===== src/pcfl_regs.svh =====
`ifndef PCFL_REGS_SVH
`define PCFL_REGS_SVH

// Register byte offsets on the APB window
`define PCFL_OFS_FLAGS     8'h00
`define PCFL_OFS_FALL_EN   8'h04
`define PCFL_OFS_RISE_EN   8'h08
`define PCFL_OFS_CTRL      8'h0C
`define PCFL_OFS_EVT_STAT  8'h10
`define PCFL_OFS_EVT_MASK  8'h14

// Number of port pins watched
`define PCFL_PIN_CNT       6

// Control register field positions
`define PCFL_CTRL_MEN_BIT  0
`define PCFL_CTRL_SUM_BIT  1

// Reset values
`define PCFL_FLAGS_RST     6'h00
`define PCFL_EN_RST        6'h00
`define PCFL_EVT_RST       6'h00
`define PCFL_MEN_RST       1'b0
`define PCFL_WORD_RST      32'h0000_0000

`endif


===== src/pcfl_pkg.sv =====
package pcfl_pkg;

  // One bit per watched pin
  typedef logic [5:0] pcfl_pins_type;

  // APB slave answer sequencing
  typedef enum logic {
    PCFL_BUS_IDLE,
    PCFL_BUS_ANSWER
  } pcfl_bus_state_type;

endpackage


===== src/pcfl_edge_if.sv =====
`timescale 1ns/10ps
`default_nettype none

// Edge pulses from the pin front end to the flag logic
interface pcfl_edge_if;
  import pcfl_pkg::*;

  pcfl_pins_type rise;   // One-cycle low-to-high pulse per pin
  pcfl_pins_type fall;   // One-cycle high-to-low pulse per pin

  // Producer side
  modport src (
    output rise,
    output fall
  );

  // Consumer side
  modport dst (
    input  rise,
    input  fall
  );
endinterface

`default_nettype wire


===== src/pcfl_edge_detect.sv =====
`include "pcfl_regs.svh"
`timescale 1ns/10ps
`default_nettype none

module pcfl_edge_detect
  import pcfl_pkg::*;
(
  // Clock and reset
  input  wire logic          pclk,
  input  wire logic          presetn,
  // Asynchronous pins
  input  wire pcfl_pins_type port_a_pin,
  // Edge pulses out
  pcfl_edge_if.src           edge_o
);

  pcfl_pins_type meta_reg;   // First synchroniser stage
  pcfl_pins_type sync_reg;   // Second synchroniser stage
  pcfl_pins_type prev_reg;   // Previous synchronised sample

  genvar g;
  generate
    for (g = 0; g < `PCFL_PIN_CNT; g++) begin : g_pin
      // two-stage sync, history
      always_ff @(posedge pclk or negedge presetn) begin
        if (!presetn) begin
          meta_reg[g] <= 1'b0;
          sync_reg[g] <= 1'b0;
          prev_reg[g] <= 1'b0;
        end else begin
          meta_reg[g] <= port_a_pin[g];
          sync_reg[g] <= meta_reg[g];
          prev_reg[g] <= sync_reg[g];
        end
      end
    end
  endgenerate

  // compare current with previous
  assign edge_o.rise = sync_reg & ~prev_reg;
  assign edge_o.fall = ~sync_reg & prev_reg;
endmodule

`default_nettype wire


===== src/pcfl_top.sv =====
// Overview of operation
// Enabled rising edge sets pin flag
// Enabled falling edge sets pin flag
// Six flags, set only by enabled edges; a software write of one also sets a flag
// Flag bits above five read zero
// Writing zero clears flag until edge
// Flags writable, hardware settable, reset zero
// Summary flag is OR of flags
// Interrupt only with master enable set
// Edge during clear keeps flag set
// Enabled change wakes; flags ready first
// Pins synchronised, edges by sample compare
`include "pcfl_regs.svh"
`timescale 1ns/10ps
`default_nettype none

module pcfl_top
  import pcfl_pkg::*;
(
  // Clock and reset
  input  wire logic          pclk,
  input  wire logic          presetn,
  // APB slave
  input  wire logic [7:0]    paddr,
  input  wire logic          psel,
  input  wire logic          penable,
  input  wire logic          pwrite,
  input  wire logic [31:0]   pwdata,
  output logic      [31:0]   prdata,
  output logic               pready,
  output logic               pslverr,
  // Port pins
  input  wire pcfl_pins_type port_a_pin,
  // Interrupt and wake
  output logic               irq,
  output logic               wake_req
);

  // Bus state and answer flip-flops
  pcfl_bus_state_type bus_state_reg;   // Slave sequencing state
  logic [31:0]        prdata_reg;      // Captured read word
  logic               pready_reg;      // Answer strobe
  logic               pslverr_reg;     // Unmapped address answer

  // Software visible state
  pcfl_pins_type      flag_reg;        // Per-pin change flags
  pcfl_pins_type      flag_next;       // Next flag value
  pcfl_pins_type      fall_en_reg;     // Falling edge enables
  pcfl_pins_type      rise_en_reg;     // Rising edge enables
  logic               men_reg;         // Master interrupt enable
  pcfl_pins_type      evt_reg;         // Sticky event status
  pcfl_pins_type      evt_next;        // Next event status
  pcfl_pins_type      evt_mask_reg;    // Event interrupt mask
  logic               irq_reg;         // Interrupt output flop
  logic               wake_reg;        // Wake request flop

  // Decode and helpers
  pcfl_pins_type      edge_hit;        // Enabled edges this cycle
  pcfl_pins_type      wdata_pins;      // Write data pin field
  logic               summary;         // OR of all flags
  logic               addr_hit;        // Address is mapped
  logic [31:0]        read_word;       // Word for current address
  logic               setup_cyc;       // APB setup phase seen
  logic               wr_fire;         // Write completes this edge
  logic               wr_flags;        // Write to flag register
  logic               wr_evt;          // Write to event status

  // Edge pulses from the pin front end
  pcfl_edge_if edge_bus ();

  // Pin synchroniser and edge detector
  pcfl_edge_detect u_edge (
    .pclk       (pclk),
    .presetn    (presetn),
    .port_a_pin (port_a_pin),
    .edge_o     (edge_bus.src)
  );

  // Output ports straight from flops
  assign prdata   = prdata_reg;
  assign pready   = pready_reg;
  assign pslverr  = pslverr_reg;
  assign irq      = irq_reg;
  assign wake_req = wake_reg;

  // edge qualified by enable
  assign edge_hit   = (edge_bus.rise & rise_en_reg) | (edge_bus.fall & fall_en_reg);
  assign wdata_pins = pwdata[5:0];

  // summary is OR of flags
  assign summary = |flag_reg;

  // Transfer phase decode
  assign setup_cyc = (bus_state_reg == PCFL_BUS_IDLE) && psel && !penable;
  assign wr_fire   = (bus_state_reg == PCFL_BUS_ANSWER) && psel && penable
                     && pwrite && !pslverr_reg;
  assign wr_flags  = wr_fire && (paddr == `PCFL_OFS_FLAGS);
  assign wr_evt    = wr_fire && (paddr == `PCFL_OFS_EVT_STAT);

  // Read mux and address decode
  always_comb begin
    read_word = `PCFL_WORD_RST;
    addr_hit  = 1'b1;
    case (paddr)
      // upper flag bits read zero
      `PCFL_OFS_FLAGS: begin
        read_word[5:0] = flag_reg;
      end
      `PCFL_OFS_FALL_EN: begin
        read_word[5:0] = fall_en_reg;
      end
      `PCFL_OFS_RISE_EN: begin
        read_word[5:0] = rise_en_reg;
      end
      `PCFL_OFS_CTRL: begin
        read_word[`PCFL_CTRL_MEN_BIT] = men_reg;
        read_word[`PCFL_CTRL_SUM_BIT] = summary;
      end
      `PCFL_OFS_EVT_STAT: begin
        read_word[5:0] = evt_reg;
      end
      `PCFL_OFS_EVT_MASK: begin
        read_word[5:0] = evt_mask_reg;
      end
      // Unmapped: zero data, error answer
      default: begin
        addr_hit = 1'b0;
      end
    endcase
  end

  // APB answer: one wait-free access phase
  always_ff @(posedge pclk or negedge presetn) begin
    if (!presetn) begin
      bus_state_reg <= PCFL_BUS_IDLE;
      prdata_reg    <= `PCFL_WORD_RST;
      pready_reg    <= 1'b0;
      pslverr_reg   <= 1'b0;
    end else begin
      case (bus_state_reg)
        // Capture read data in the setup cycle
        PCFL_BUS_IDLE: begin
          if (setup_cyc) begin
            bus_state_reg <= PCFL_BUS_ANSWER;
            pready_reg    <= 1'b1;
            pslverr_reg   <= !addr_hit;
            prdata_reg    <= pwrite ? `PCFL_WORD_RST : read_word;
          end
        end
        // Access completes at this edge
        PCFL_BUS_ANSWER: begin
          if (psel && penable) begin
            bus_state_reg <= PCFL_BUS_IDLE;
            pready_reg    <= 1'b0;
            pslverr_reg   <= 1'b0;
          end
        end
        // Recover to idle
        default: begin
          bus_state_reg <= PCFL_BUS_IDLE;
          pready_reg    <= 1'b0;
          pslverr_reg   <= 1'b0;
        end
      endcase
    end
  end

  // Next flag value
  always_comb begin
    flag_next = flag_reg;
    // software write, zero clears
    if (wr_flags) begin
      flag_next = wdata_pins;
    end
    // edge wins over clear
    flag_next = flag_next | edge_hit;
  end

  // flags reset to zero
  always_ff @(posedge pclk or negedge presetn) begin
    if (!presetn) begin
      flag_reg <= `PCFL_FLAGS_RST;
    end else begin
      flag_reg <= flag_next;
    end
  end

  // enables steer which edges count
  always_ff @(posedge pclk or negedge presetn) begin
    if (!presetn) begin
      fall_en_reg <= `PCFL_EN_RST;
      rise_en_reg <= `PCFL_EN_RST;
    end else if (wr_fire) begin
      if (paddr == `PCFL_OFS_FALL_EN) begin
        fall_en_reg <= wdata_pins;
      end
      if (paddr == `PCFL_OFS_RISE_EN) begin
        rise_en_reg <= wdata_pins;
      end
    end
  end

  // Master enable and event mask
  always_ff @(posedge pclk or negedge presetn) begin
    if (!presetn) begin
      men_reg      <= `PCFL_MEN_RST;
      evt_mask_reg <= `PCFL_EVT_RST;
    end else if (wr_fire) begin
      if (paddr == `PCFL_OFS_CTRL) begin
        men_reg <= pwdata[`PCFL_CTRL_MEN_BIT];
      end
      if (paddr == `PCFL_OFS_EVT_MASK) begin
        evt_mask_reg <= wdata_pins;
      end
    end
  end

  // Sticky events, write one to clear, set wins
  always_comb begin
    evt_next = evt_reg;
    if (wr_evt) begin
      evt_next = evt_reg & ~wdata_pins;
    end
    evt_next = evt_next | edge_hit;
  end

  // Event status flops
  always_ff @(posedge pclk or negedge presetn) begin
    if (!presetn) begin
      evt_reg <= `PCFL_EVT_RST;
    end else begin
      evt_reg <= evt_next;
    end
  end

  // interrupt gated by master enable
  always_ff @(posedge pclk or negedge presetn) begin
    if (!presetn) begin
      irq_reg <= 1'b0;
    end else begin
      irq_reg <= men_reg && (|(evt_reg & evt_mask_reg));
    end
  end

  // wake with flags already updated
  always_ff @(posedge pclk or negedge presetn) begin
    if (!presetn) begin
      wake_reg <= 1'b0;
    end else begin
      wake_reg <= men_reg && (|flag_next);
    end
  end
endmodule

`default_nettype wire


===== config.mk =====
export PLATFORM = sky130hd
export DESIGN_NAME = pcfl_top
export DESIGN_NICKNAME = d
export VERILOG_FILES = /design/src/pcfl_pkg.sv /design/src/pcfl_edge_if.sv /design/src/pcfl_edge_detect.sv /design/src/pcfl_top.sv
export VERILOG_INCLUDE_DIRS = /design/src
export SDC_FILE = /design/constraint.sdc
export NUM_CORES = 1
export LEC_CHECK = 0
export BUFFER_PORTS_ARGS = -buffer_cell sky130_fd_sc_hd__buf_2
export CELL_PAD_IN_SITES_DETAIL_PLACEMENT = 1
export CELL_PAD_IN_SITES_GLOBAL_PLACEMENT = 1
export CORE_MARGIN = 2
export CORE_UTILIZATION = 30
export CTS_BUF_LIST = sky130_fd_sc_hd__clkbuf_16
export DETAILED_ROUTE_END_ITERATION = 8
export GPL_ROUTABILITY_DRIVEN = 0
export PLACE_DENSITY_LB_ADDON = 0.05
export SLEW_MARGIN = 40
export SYNTH_ARGS = -nofsm -noshare
export SYNTH_HDL_FRONTEND = slang
export SYNTH_HIERARCHICAL = 1
export SYNTH_SLANG_ARGS = --single-unit
export TNS_END_PERCENT = 20

===== constraint.sdc =====
create_clock -name pclk -period 6.1 [get_ports pclk]
set_clock_uncertainty 0.1 [all_clocks]
set_input_delay 1.22 -clock pclk [delete_from_list [all_inputs] [get_ports pclk]]
set_output_delay 1.22 -clock pclk [all_outputs]
set_load 0.1 [all_outputs]

# Word level (Yosys, flattened, before mapping)
# Cells that the tools add are included.
# Widths: inputs -> output; s select.
word_totals:
  ramBits: 0
  output_inout_bits: 36
  input_bits: 51
  mem_bits_ro: 0
  memories: 0
  regBits: 86
  latch_bits: 0
classes:
  div_mod_pow: 0
  bitwise_logic: 13
  reduce_logical: 25
  shift: 0
  order_cmp: 0
  n_mul: 0
  n_eq_ne: 7
  n_addsub: 0
  muxes: 14
op_table:
  columns: ["cell", "count"]
  rows:
  - ["$and 6x6->6", 6]
  - ["$reduce_or 6->1", 4]
  - ["$pmux 4 s5", 1]
  - ["$mux 6", 3]
  - ["$not 6->6", 3]
  - ["$or 6x6->6", 3]
  - ["$eq 8x4->1 const B", 2]
  - ["$eq 8x5->1 const B", 2]
  - ["$pmux 2 s6", 1]
  - ["$reduce_and 2->1", 6]
  - ["$logic_and 1x1->1", 11]
  - ["$eq 8x3->1 const B", 1]
  - ["$logic_not 8->1", 1]
  - ["$mux 1", 6]
  - ["$pmux 1 s2", 3]
  - ["$logic_not 1->1", 3]
  - ["$ne 2x1->1 const B", 1]
  - ["$ne 2x2->1 const B", 1]
  - ["$not 1->1", 1]

# Logic depth before layout (Yosys ltp)
# Gate-level depths: netlist of the first run.
depth:
  depth_word: 9
  mapped_depth: 7
  mapped_depth_nobuf: 6

# Hierarchy
# The synthesis of the first run kept the hierarchy.
modules_own_cells:
  columns: ["mod", "area_each_um2", "cells_per_inst", "n_inst", "seq_area_each_um2"]
  rows:
  - ["pcfl_top", 2252.2, 208, 1, 1051.0]
  - ["pcfl_edge_detect", 555.5, 30, 1, 450.4]

# Worst setup path after synthesis of the first run
# No wires, ideal clock.
synth_path:
  path_kind: "input -> register"
  startpoint: "input paddr[4]"
  endpoint: "register wake_reg (netlist: wake_req)"
  cell_stages: 7
  setup_time_ns: 0.129
  setup_slack_ns: 2.545
  n_path_buf: 2
  t_arrival_ns: 3.326
  cell_sequence: "or4_1 buf_2 or4b_4 buf_6 mux2i_1 or3b_1 o41a_1"
synth_via:
  elab_chain_cells: 6
synth_lines:
  columns: ["element", "line_no", "rtl"]
  rows:
  - ["from (decl)", "pcfl_top.sv:24", "input wire logic [7:0] paddr,"]
  - ["$logic_not 8->1", null, null]
  - ["$logic_and 1x1->1", "pcfl_top.sv:97", "assign wr_flags = wr_fire && (paddr == `PCFL_OFS_FLAGS);"]
  - ["$mux 6", "pcfl_top.sv:172", "if (wr_flags) begin"]
  - ["$or 6x6->6", "pcfl_top.sv:176", "flag_next = flag_next | edge_hit;"]
  - ["$reduce_or 6->1", "pcfl_top.sv:250", "wake_reg <= men_reg && (|flag_next);"]
  - ["$logic_and 1x1->1", "pcfl_top.sv:250", null]
  - ["to (signal assigned)", "pcfl_top.sv:250", null]
  - ["to (decl)", "pcfl_top.sv:55", "logic wake_reg;"]
# No other way between the ends.
# A chain may end at the register's enable or synchronous reset.

# Worst setup path after layout of the first run
layout_path:
  startpoint: "input paddr[3]"
  endpoint: "register wake_reg (netlist: wake_req)"
# The elaborated chain is that of the path after synthesis.

==> reports/results.txt, run 1 <==
FP Rows = 35
Clk root buf = clkbuf_16
Global-route usage over all layers = 15.3%
Final setup vio count = 0
Fmax = 0.278 GHz
DIE AREA = 10100 sq um
Area Overhead vs Synth = 18.7%
DR vias = 1935
Layout cells sized above 1 = 32.9%
WL met1 = 3430 um
Setup_tns = 0 ns
Most frequent cells in the layout = dfrtp_1, buf_2, conb_1
Dpl hpwl = 4760 um
Max Cap Viol = 0
Hold WS = 0.245 ns
Fin cells = 394
Flop-to-flop setup slack = 3.61 ns
Die X = 101 um
Initial core utilization = 30.7%
Routed vias/inst = 4.91
FF+latch count, synth = 60
TritonCTS clock tree = built
Global-route wire length before repair = 11500 um
Startpoint types = input pin
Synthesized area per cell = 11.8 sq um
Status = complete, no violations
Worst hold stages = 0
Multi-input gate area = 1180 sq um
Antenna cells = 0
Initial DRC count = 66
Slew margin rel. = 51.2%
Worst IR drop on VDD = 101 uV
Reg clk slew, reported paths = 0.05 ns
Clk sinks = 60
Min Tclk post-route = 3.60 ns
Crit-path max FO = 14
Most common cell after layout, fill and taps aside = dfrtp_1
Worst endpoint required time = 6.20 ns
Crit path capture type = flip-flop
Synth warnings = 6
Synth cell types = 38
Clock Latency Late Sink = 0.32 ns
Switching share of power = 28.0%
Port-buffer cells = 34
Switch Pwr = 306 uW
H-tree depth = 3
RR Startpoint = pslverr$_DFFE_PN0P_
Post-DRT Antenna Nets = 0
Inserted Clock Buffers = 9
Arrival @ worst endpoint = 3.70 ns
Final worst path period share = 59.0%
Leakage = 1.65 nW
P_int = 787 uW
Sequential share of power = 38.6%
Drt pass-1 iters = 4
Fin worst setup slack = 2.50 ns
Max Slew Vio Count = 0
Hold buffer count at cts = 0
Post-CTS setup buffer count = 0
WL/cell = 17.5 um
Final wirelength = 6910 um
Layout Utilization = 36.4%
WHS Endpoint = u_edge/sync_reg[4]$_DFF_PN0_
Worst slack, placed = 2.13 ns
Path depth of the worst reg2reg path = 5
Buffer depth of the longest clock path = 2
Mapped cell area = 2810 sq um
Seq. cell area = 1500 sq um
Worst Tran Pin Value = 0.726 ns
Final Net Count = 329
Comb pwr share = 12.8%
Cell count after synthesis = 238
DRC = 0
Hold wc startpoint = u_edge/meta_reg[4]$_DFF_PN0_
Largest net degree at the start of global routing = 61
Vias in the first global route = 2060
Top layer in use = met4
IO Pins = 87
Die Height = 101 um
Unrepaired setup endpoints after global routing = false
Final hold violations = 0
# fillers = 995
Dpl cells = 378
Reg2reg end = wake_req$_DFF_PN0_
Setup CP Type = in -> reg
Pwr dens = 328 nW/um^2
Overflow after GRT = 0
Clk pwr share = 48.6%
Sequential share of the synthesized area = 53.5%
Met3 Wirelength = 240 um
Antenna violations before repair = 0
Tightest Hold Check Type = reg -> reg
Core ar. = 9150 sq um
Met2 Wirelength = 3130 um
Post-cts gate resize count = 0
-- per-stage QoR --
step / cell area, sq um / power [mW]
final: 3330 / 1.09
after global routing: 3330 / 1.14
after CTS: 3330 / 1.11
after detailed placement: 3020 / 0.569
after global placement: 3010 / 0.568
after floorplan: 2900 / 0.549
-- power groups by stage --
stage	clock network (mW)	logic [mW]	registers (mW)
floorplan	0	0.105	0.444
global placement	0	0.139	0.429
detailed placement	0	0.140	0.429
CTS	0.545	0.141	0.422
global route	0.563	0.148	0.424
finish	0.532	0.139	0.422
-- synth_stat cells (all sizes together) --
cell / n / share of area, %
nand3b: 1 / 0.27
and3: 3 / 0.76
a31oi: 1 / 0.22
or4: 1 / 0.27
or4b: 1 / 0.49
a21oi: 3 / 0.53
o21ai: 3 / 0.53
nor3: 2 / 0.36
a22oi: 8 / 2.1
and2b: 12 / 3.7
nand3: 12 / 2.1
buf: 28 / 7.5
a21o: 4 / 1.1
inv: 3 / 0.40
nor4b: 2 / 0.85
nand2: 21 / 2.8
a22o: 11 / 3.4
a221o: 1 / 0.36
clkbuf: 4 / 0.53
nor2: 8 / 1.1
a32oi: 2 / 0.62
dfrtp: 60 / 53
conb: 1 / 0.13
mux2i: 6 / 2.1
o2111ai: 1 / 0.31
or3b: 2 / 0.62
mux2: 25 / 10
or2b: 1 / 0.27
o41a: 1 / 0.40
nor4: 5 / 1.1
nand2b: 2 / 0.45
o21a: 1 / 0.27
and4: 2 / 0.67
-- final cells by class --
class	count	share of cell area [%]
flip-flops and latches	60	45.0
multi-input cells	168	35.5
clock buffers	9	6.76
repair buffers	36	5.67
well taps	111	4.17
clock inverters	7	2.52
inverters	3	0.338
-- worst max-delay path: stages --
cell and delay, ns:
buf_2 0.21, nor4_1 0.62, or4b_4 0.65, mux2i_1 0.20, or3b_1 0.41, o41a_1 0.39
-- metal layers --
metal | track usage, % | up-vias
li1 | - | 890
met1 | 21.8 | 994
met2 | 22.4 | 44
met3 | 3.12 | 7
met4 | 7.06 | 0
met5 | 0 | -
-- worst max-delay path by stage --
stage                         from                 end  slack (ns)  cells after the start
after floorplan           paddr[4]  wake_req$_DFF_PN0_        2.54                      7
after global placement    paddr[3]  wake_req$_DFF_PN0_        2.14                      6
after global routing      paddr[3]  wake_req$_DFF_PN0_        2.36                      6
after CTS                 paddr[3]  wake_req$_DFF_PN0_        2.49                      6
final                     paddr[3]  wake_req$_DFF_PN0_        2.50                      6
after detailed placement  paddr[3]  wake_req$_DFF_PN0_        2.13                      6
-- cell families after synthesis --
logic type	Yosys count	share of synthesized area (%)
and+or+nand+nor	75	15.9
buffers and inverters	35	8.47
muxes	31	12.2
AOI/OAI and AO/OA	36	9.89
other	1	0.134
DFF	60	53.5
No activity file was read; power rests on OpenSTA's default activity.
==> run 2: changes to the inputs <==
--- a/config.mk
+++ b/config.mk
@@ -6,6 +6,7 @@
 export SDC_FILE = /design/constraint.sdc
 export NUM_CORES = 1
 export LEC_CHECK = 0
+export ABC_AREA = 1
 export BUFFER_PORTS_ARGS = -buffer_cell sky130_fd_sc_hd__buf_2
 export CELL_PAD_IN_SITES_DETAIL_PLACEMENT = 1
 export CELL_PAD_IN_SITES_GLOBAL_PLACEMENT = 1
==> constraint.sdc (replaced) <==
create_clock -name pclk -period 3.4 [get_ports pclk]
set_clock_uncertainty 0.1 [all_clocks]
set_input_delay 0.68 -clock pclk [delete_from_list [all_inputs] [get_ports pclk]]
set_output_delay 0.68 -clock pclk [all_outputs]
set_load 0.1 [all_outputs]
==> reports/results.txt, run 2 <==
Arrival @ worst endpoint = 2.11 ns
Leakage = 1.69 nW
H-tree depth = 3
IO Pins = 87
Worst slack, placed = 1.01 ns
Max Cap Viol = 0
Fin worst setup slack = 1.38 ns
Worst IR drop on VDD = 230 uV
Final setup vio count = 0
Clk sinks = 60
Count leader, synth = nand2_1
Mapped cell area = 2890 sq um
Layout cells sized above 1 = 22.2%
Area after DPL = 3100 sq um
Final hold violations = 0
Final Net Count = 424
Setup CP Type = in -> reg
FF+latch count, synth = 60
Setup_tns = 0 ns
Post-cts gate resize count = 0
Slew margin rel. = 56.4%
Crit-path max FO = 12
Path depth of the worst reg2reg path = 6
Synth async-reset ratio = 100%
Die X = 102 um
Die Height = 102 um
Buffer depth of the longest clock path = 2
Max Slew Vio Count = 0
Initial DRC count = 76
Largest family of logic cells by synthesized area = simple AND/OR/NAND/NOR gates
Vias in the first global route = 2286
Worst Tran Pin Value = 0.653 ns
TritonCTS clock tree = built
Synth area leader = dfrtp_1
WHS Endpoint = u_edge/sync_reg[3]$_DFF_PN0_
Antenna cells = 0
Status = complete, no violations
Clock Latency Late Sink = 0.33 ns
Sequential share of the synthesized area = 52.0%
Top post-synthesis cells by area = dfrtp_1, nand2_1, buf_4
Clk root buf = clkbuf_16
Crit path capture type = flip-flop
Area Overhead vs Synth = 18.9%
Post-DRT Antenna Nets = 0
Routed vias/inst = 4.37
Adder-cell share of the synthesized area = 0%
Dpl hpwl = 5210 um
Hold buffer count at cts = 0
Hold WS = 0.246 ns
Largest net degree at the start of global routing = 61
Inserted Clock Buffers = 9
Delay-heaviest family, CP = simple AND/OR/NAND/NOR gates
Commonest cells in the netlist = nand2_1, dfrtp_1, inv_1
Fmax = 0.495 GHz
Post-CTS setup buffer count = 0
Most common cell after layout, fill and taps aside = nand2_1
Synthesized area per cell = 8.72 sq um
DR vias = 2217
Synth cell types = 27
Proportion of synthesized area in mux cells = 0%
Global-route wire length before repair = 12200 um
Reg clk slew, reported paths = 0.06 ns
Hold wc startpoint = u_edge/meta_reg[3]$_DFF_PN0_
Cell count after synthesis = 331
Synth warnings = 6
Reg2reg end = rise_en_reg[0]$_DFFE_PN0P_
Final worst path period share = 59.4%
Min Tclk post-route = 2.02 ns
Core ar. = 9280 sq um
Final instance area = 3430 sq um
Port-buffer cells = 34
CP max-delay cell = nand2_1
XOR/XNOR share of the synthesized area = 0%
Bufs and invs on worst path = 3
Overflow after GRT = 0
Initial core utilization = 31.1%
WL/cell = 14.8 um
Worst path max stage delay = 0.43 ns
Synth Area in Compound Gates = 8.93%
DIE AREA = 10400 sq um
Pwr dens = 579 nW/um^2
Startpoint types = input pin
Unrepaired setup endpoints after global routing = false
Layout Utilization = 36.9%
Final wirelength = 7490 um
FP Rows = 35
Tightest Hold Check Type = reg -> reg
Global-route usage over all layers = 16.0%
Worst endpoint required time = 3.49 ns
Simple-gate area share of the yosys netlist = 26.1%
Worst-path cell chain = buf_2 > nor2_1 > nand2_2 > inv_2 > nand4_2 > inv_2 > nand2_1 > nand2_1 > o21ai_2
DRC = 0
Flop-to-flop setup slack = 1.48 ns
Drt pass-1 iters = 4
Main synth FF type = dfrtp_1
RR Startpoint = pslverr$_DFFE_PN0P_
Synth top area share = 52.0%
Antenna violations before repair = 0
Most frequent cells in the layout = nand2_1, dfrtp_1, buf_2
Worst hold stages = 0
Number of synthesized flops with an enable pin = 0
[run 2: cell types whose count changed in the layout (fill, tap and decap cells not counted), moves of 6 or more]
cell     before  now
nand2_1      21   92
nand3_2       0    9
o21ai_1       0   12
nor2_1        8   26
a22o_1       11    5
o21ai_2       0    6
mux2_2       25    0
mux2i_1       6    0
and2b_2      12    0
o21ai_0       3   12
nand3_1      12   20
a22oi_1       8    0
inv_1         5   33
[run 2: stage by stage]
step                power, mW  cells
floorplan               0.975    356
global placement         1.00    491
detailed placement       1.00    491
CTS                      2.01    507
global route             2.06    507
finish                   1.99    507
[run 2: how the worst max path moves through the flow]
stage | from | endpoint | slack (ns) | cells after the start
floorplan | pslverr$_DFFE_PN0P_ | wake_req$_DFF_PN0_ | 1.44 | 10
global placement | paddr[4] | rise_en_reg[4]$_DFFE_PN0P_ | 1.00 | 9
detailed placement | paddr[4] | rise_en_reg[0]$_DFFE_PN0P_ | 1.01 | 9
CTS | paddr[4] | rise_en_reg[2]$_DFFE_PN0P_ | 1.35 | 9
global route | paddr[7] | rise_en_reg[2]$_DFFE_PN0P_ | 1.19 | 9
finish | paddr[4] | rise_en_reg[0]$_DFFE_PN0P_ | 1.38 | 9
[run 2: layer usage]
layer / up-vias / global-route usage, % / wire length (um)
met4: 0 / 5.23 / 93
met2: 62 / 25.8 / 3430
met1: 1056 / 21.3 / 3570
li1: 1092 / - / -
met5: - / 0 / 0
met3: 7 / 3.97 / 392
[run 2: cells by family (layout without fill, tap and decap cells)]
family,Yosys count,in the layout
buf+inv,68,90
flops,60,60
compound gates,41,41
simple gates,161,161
other cells,1,26
[run 2: cell type report]
type / instances / area (sq um)
multi-input cells: 228 / 1110
clock buffers: 9 / 225
well taps: 129 / 161
inverters: 37 / 139
flip-flops and latches: 60 / 1500
fillers: 1137 / 5850
clock inverters: 7 / 98.8
repair buffers: 37 / 196
[run 2: report_power, final]
group          switching, mW  internal, mW
clock                  0.351         0.646
combinational          0.218        0.0269
sequential            0.0108         0.734
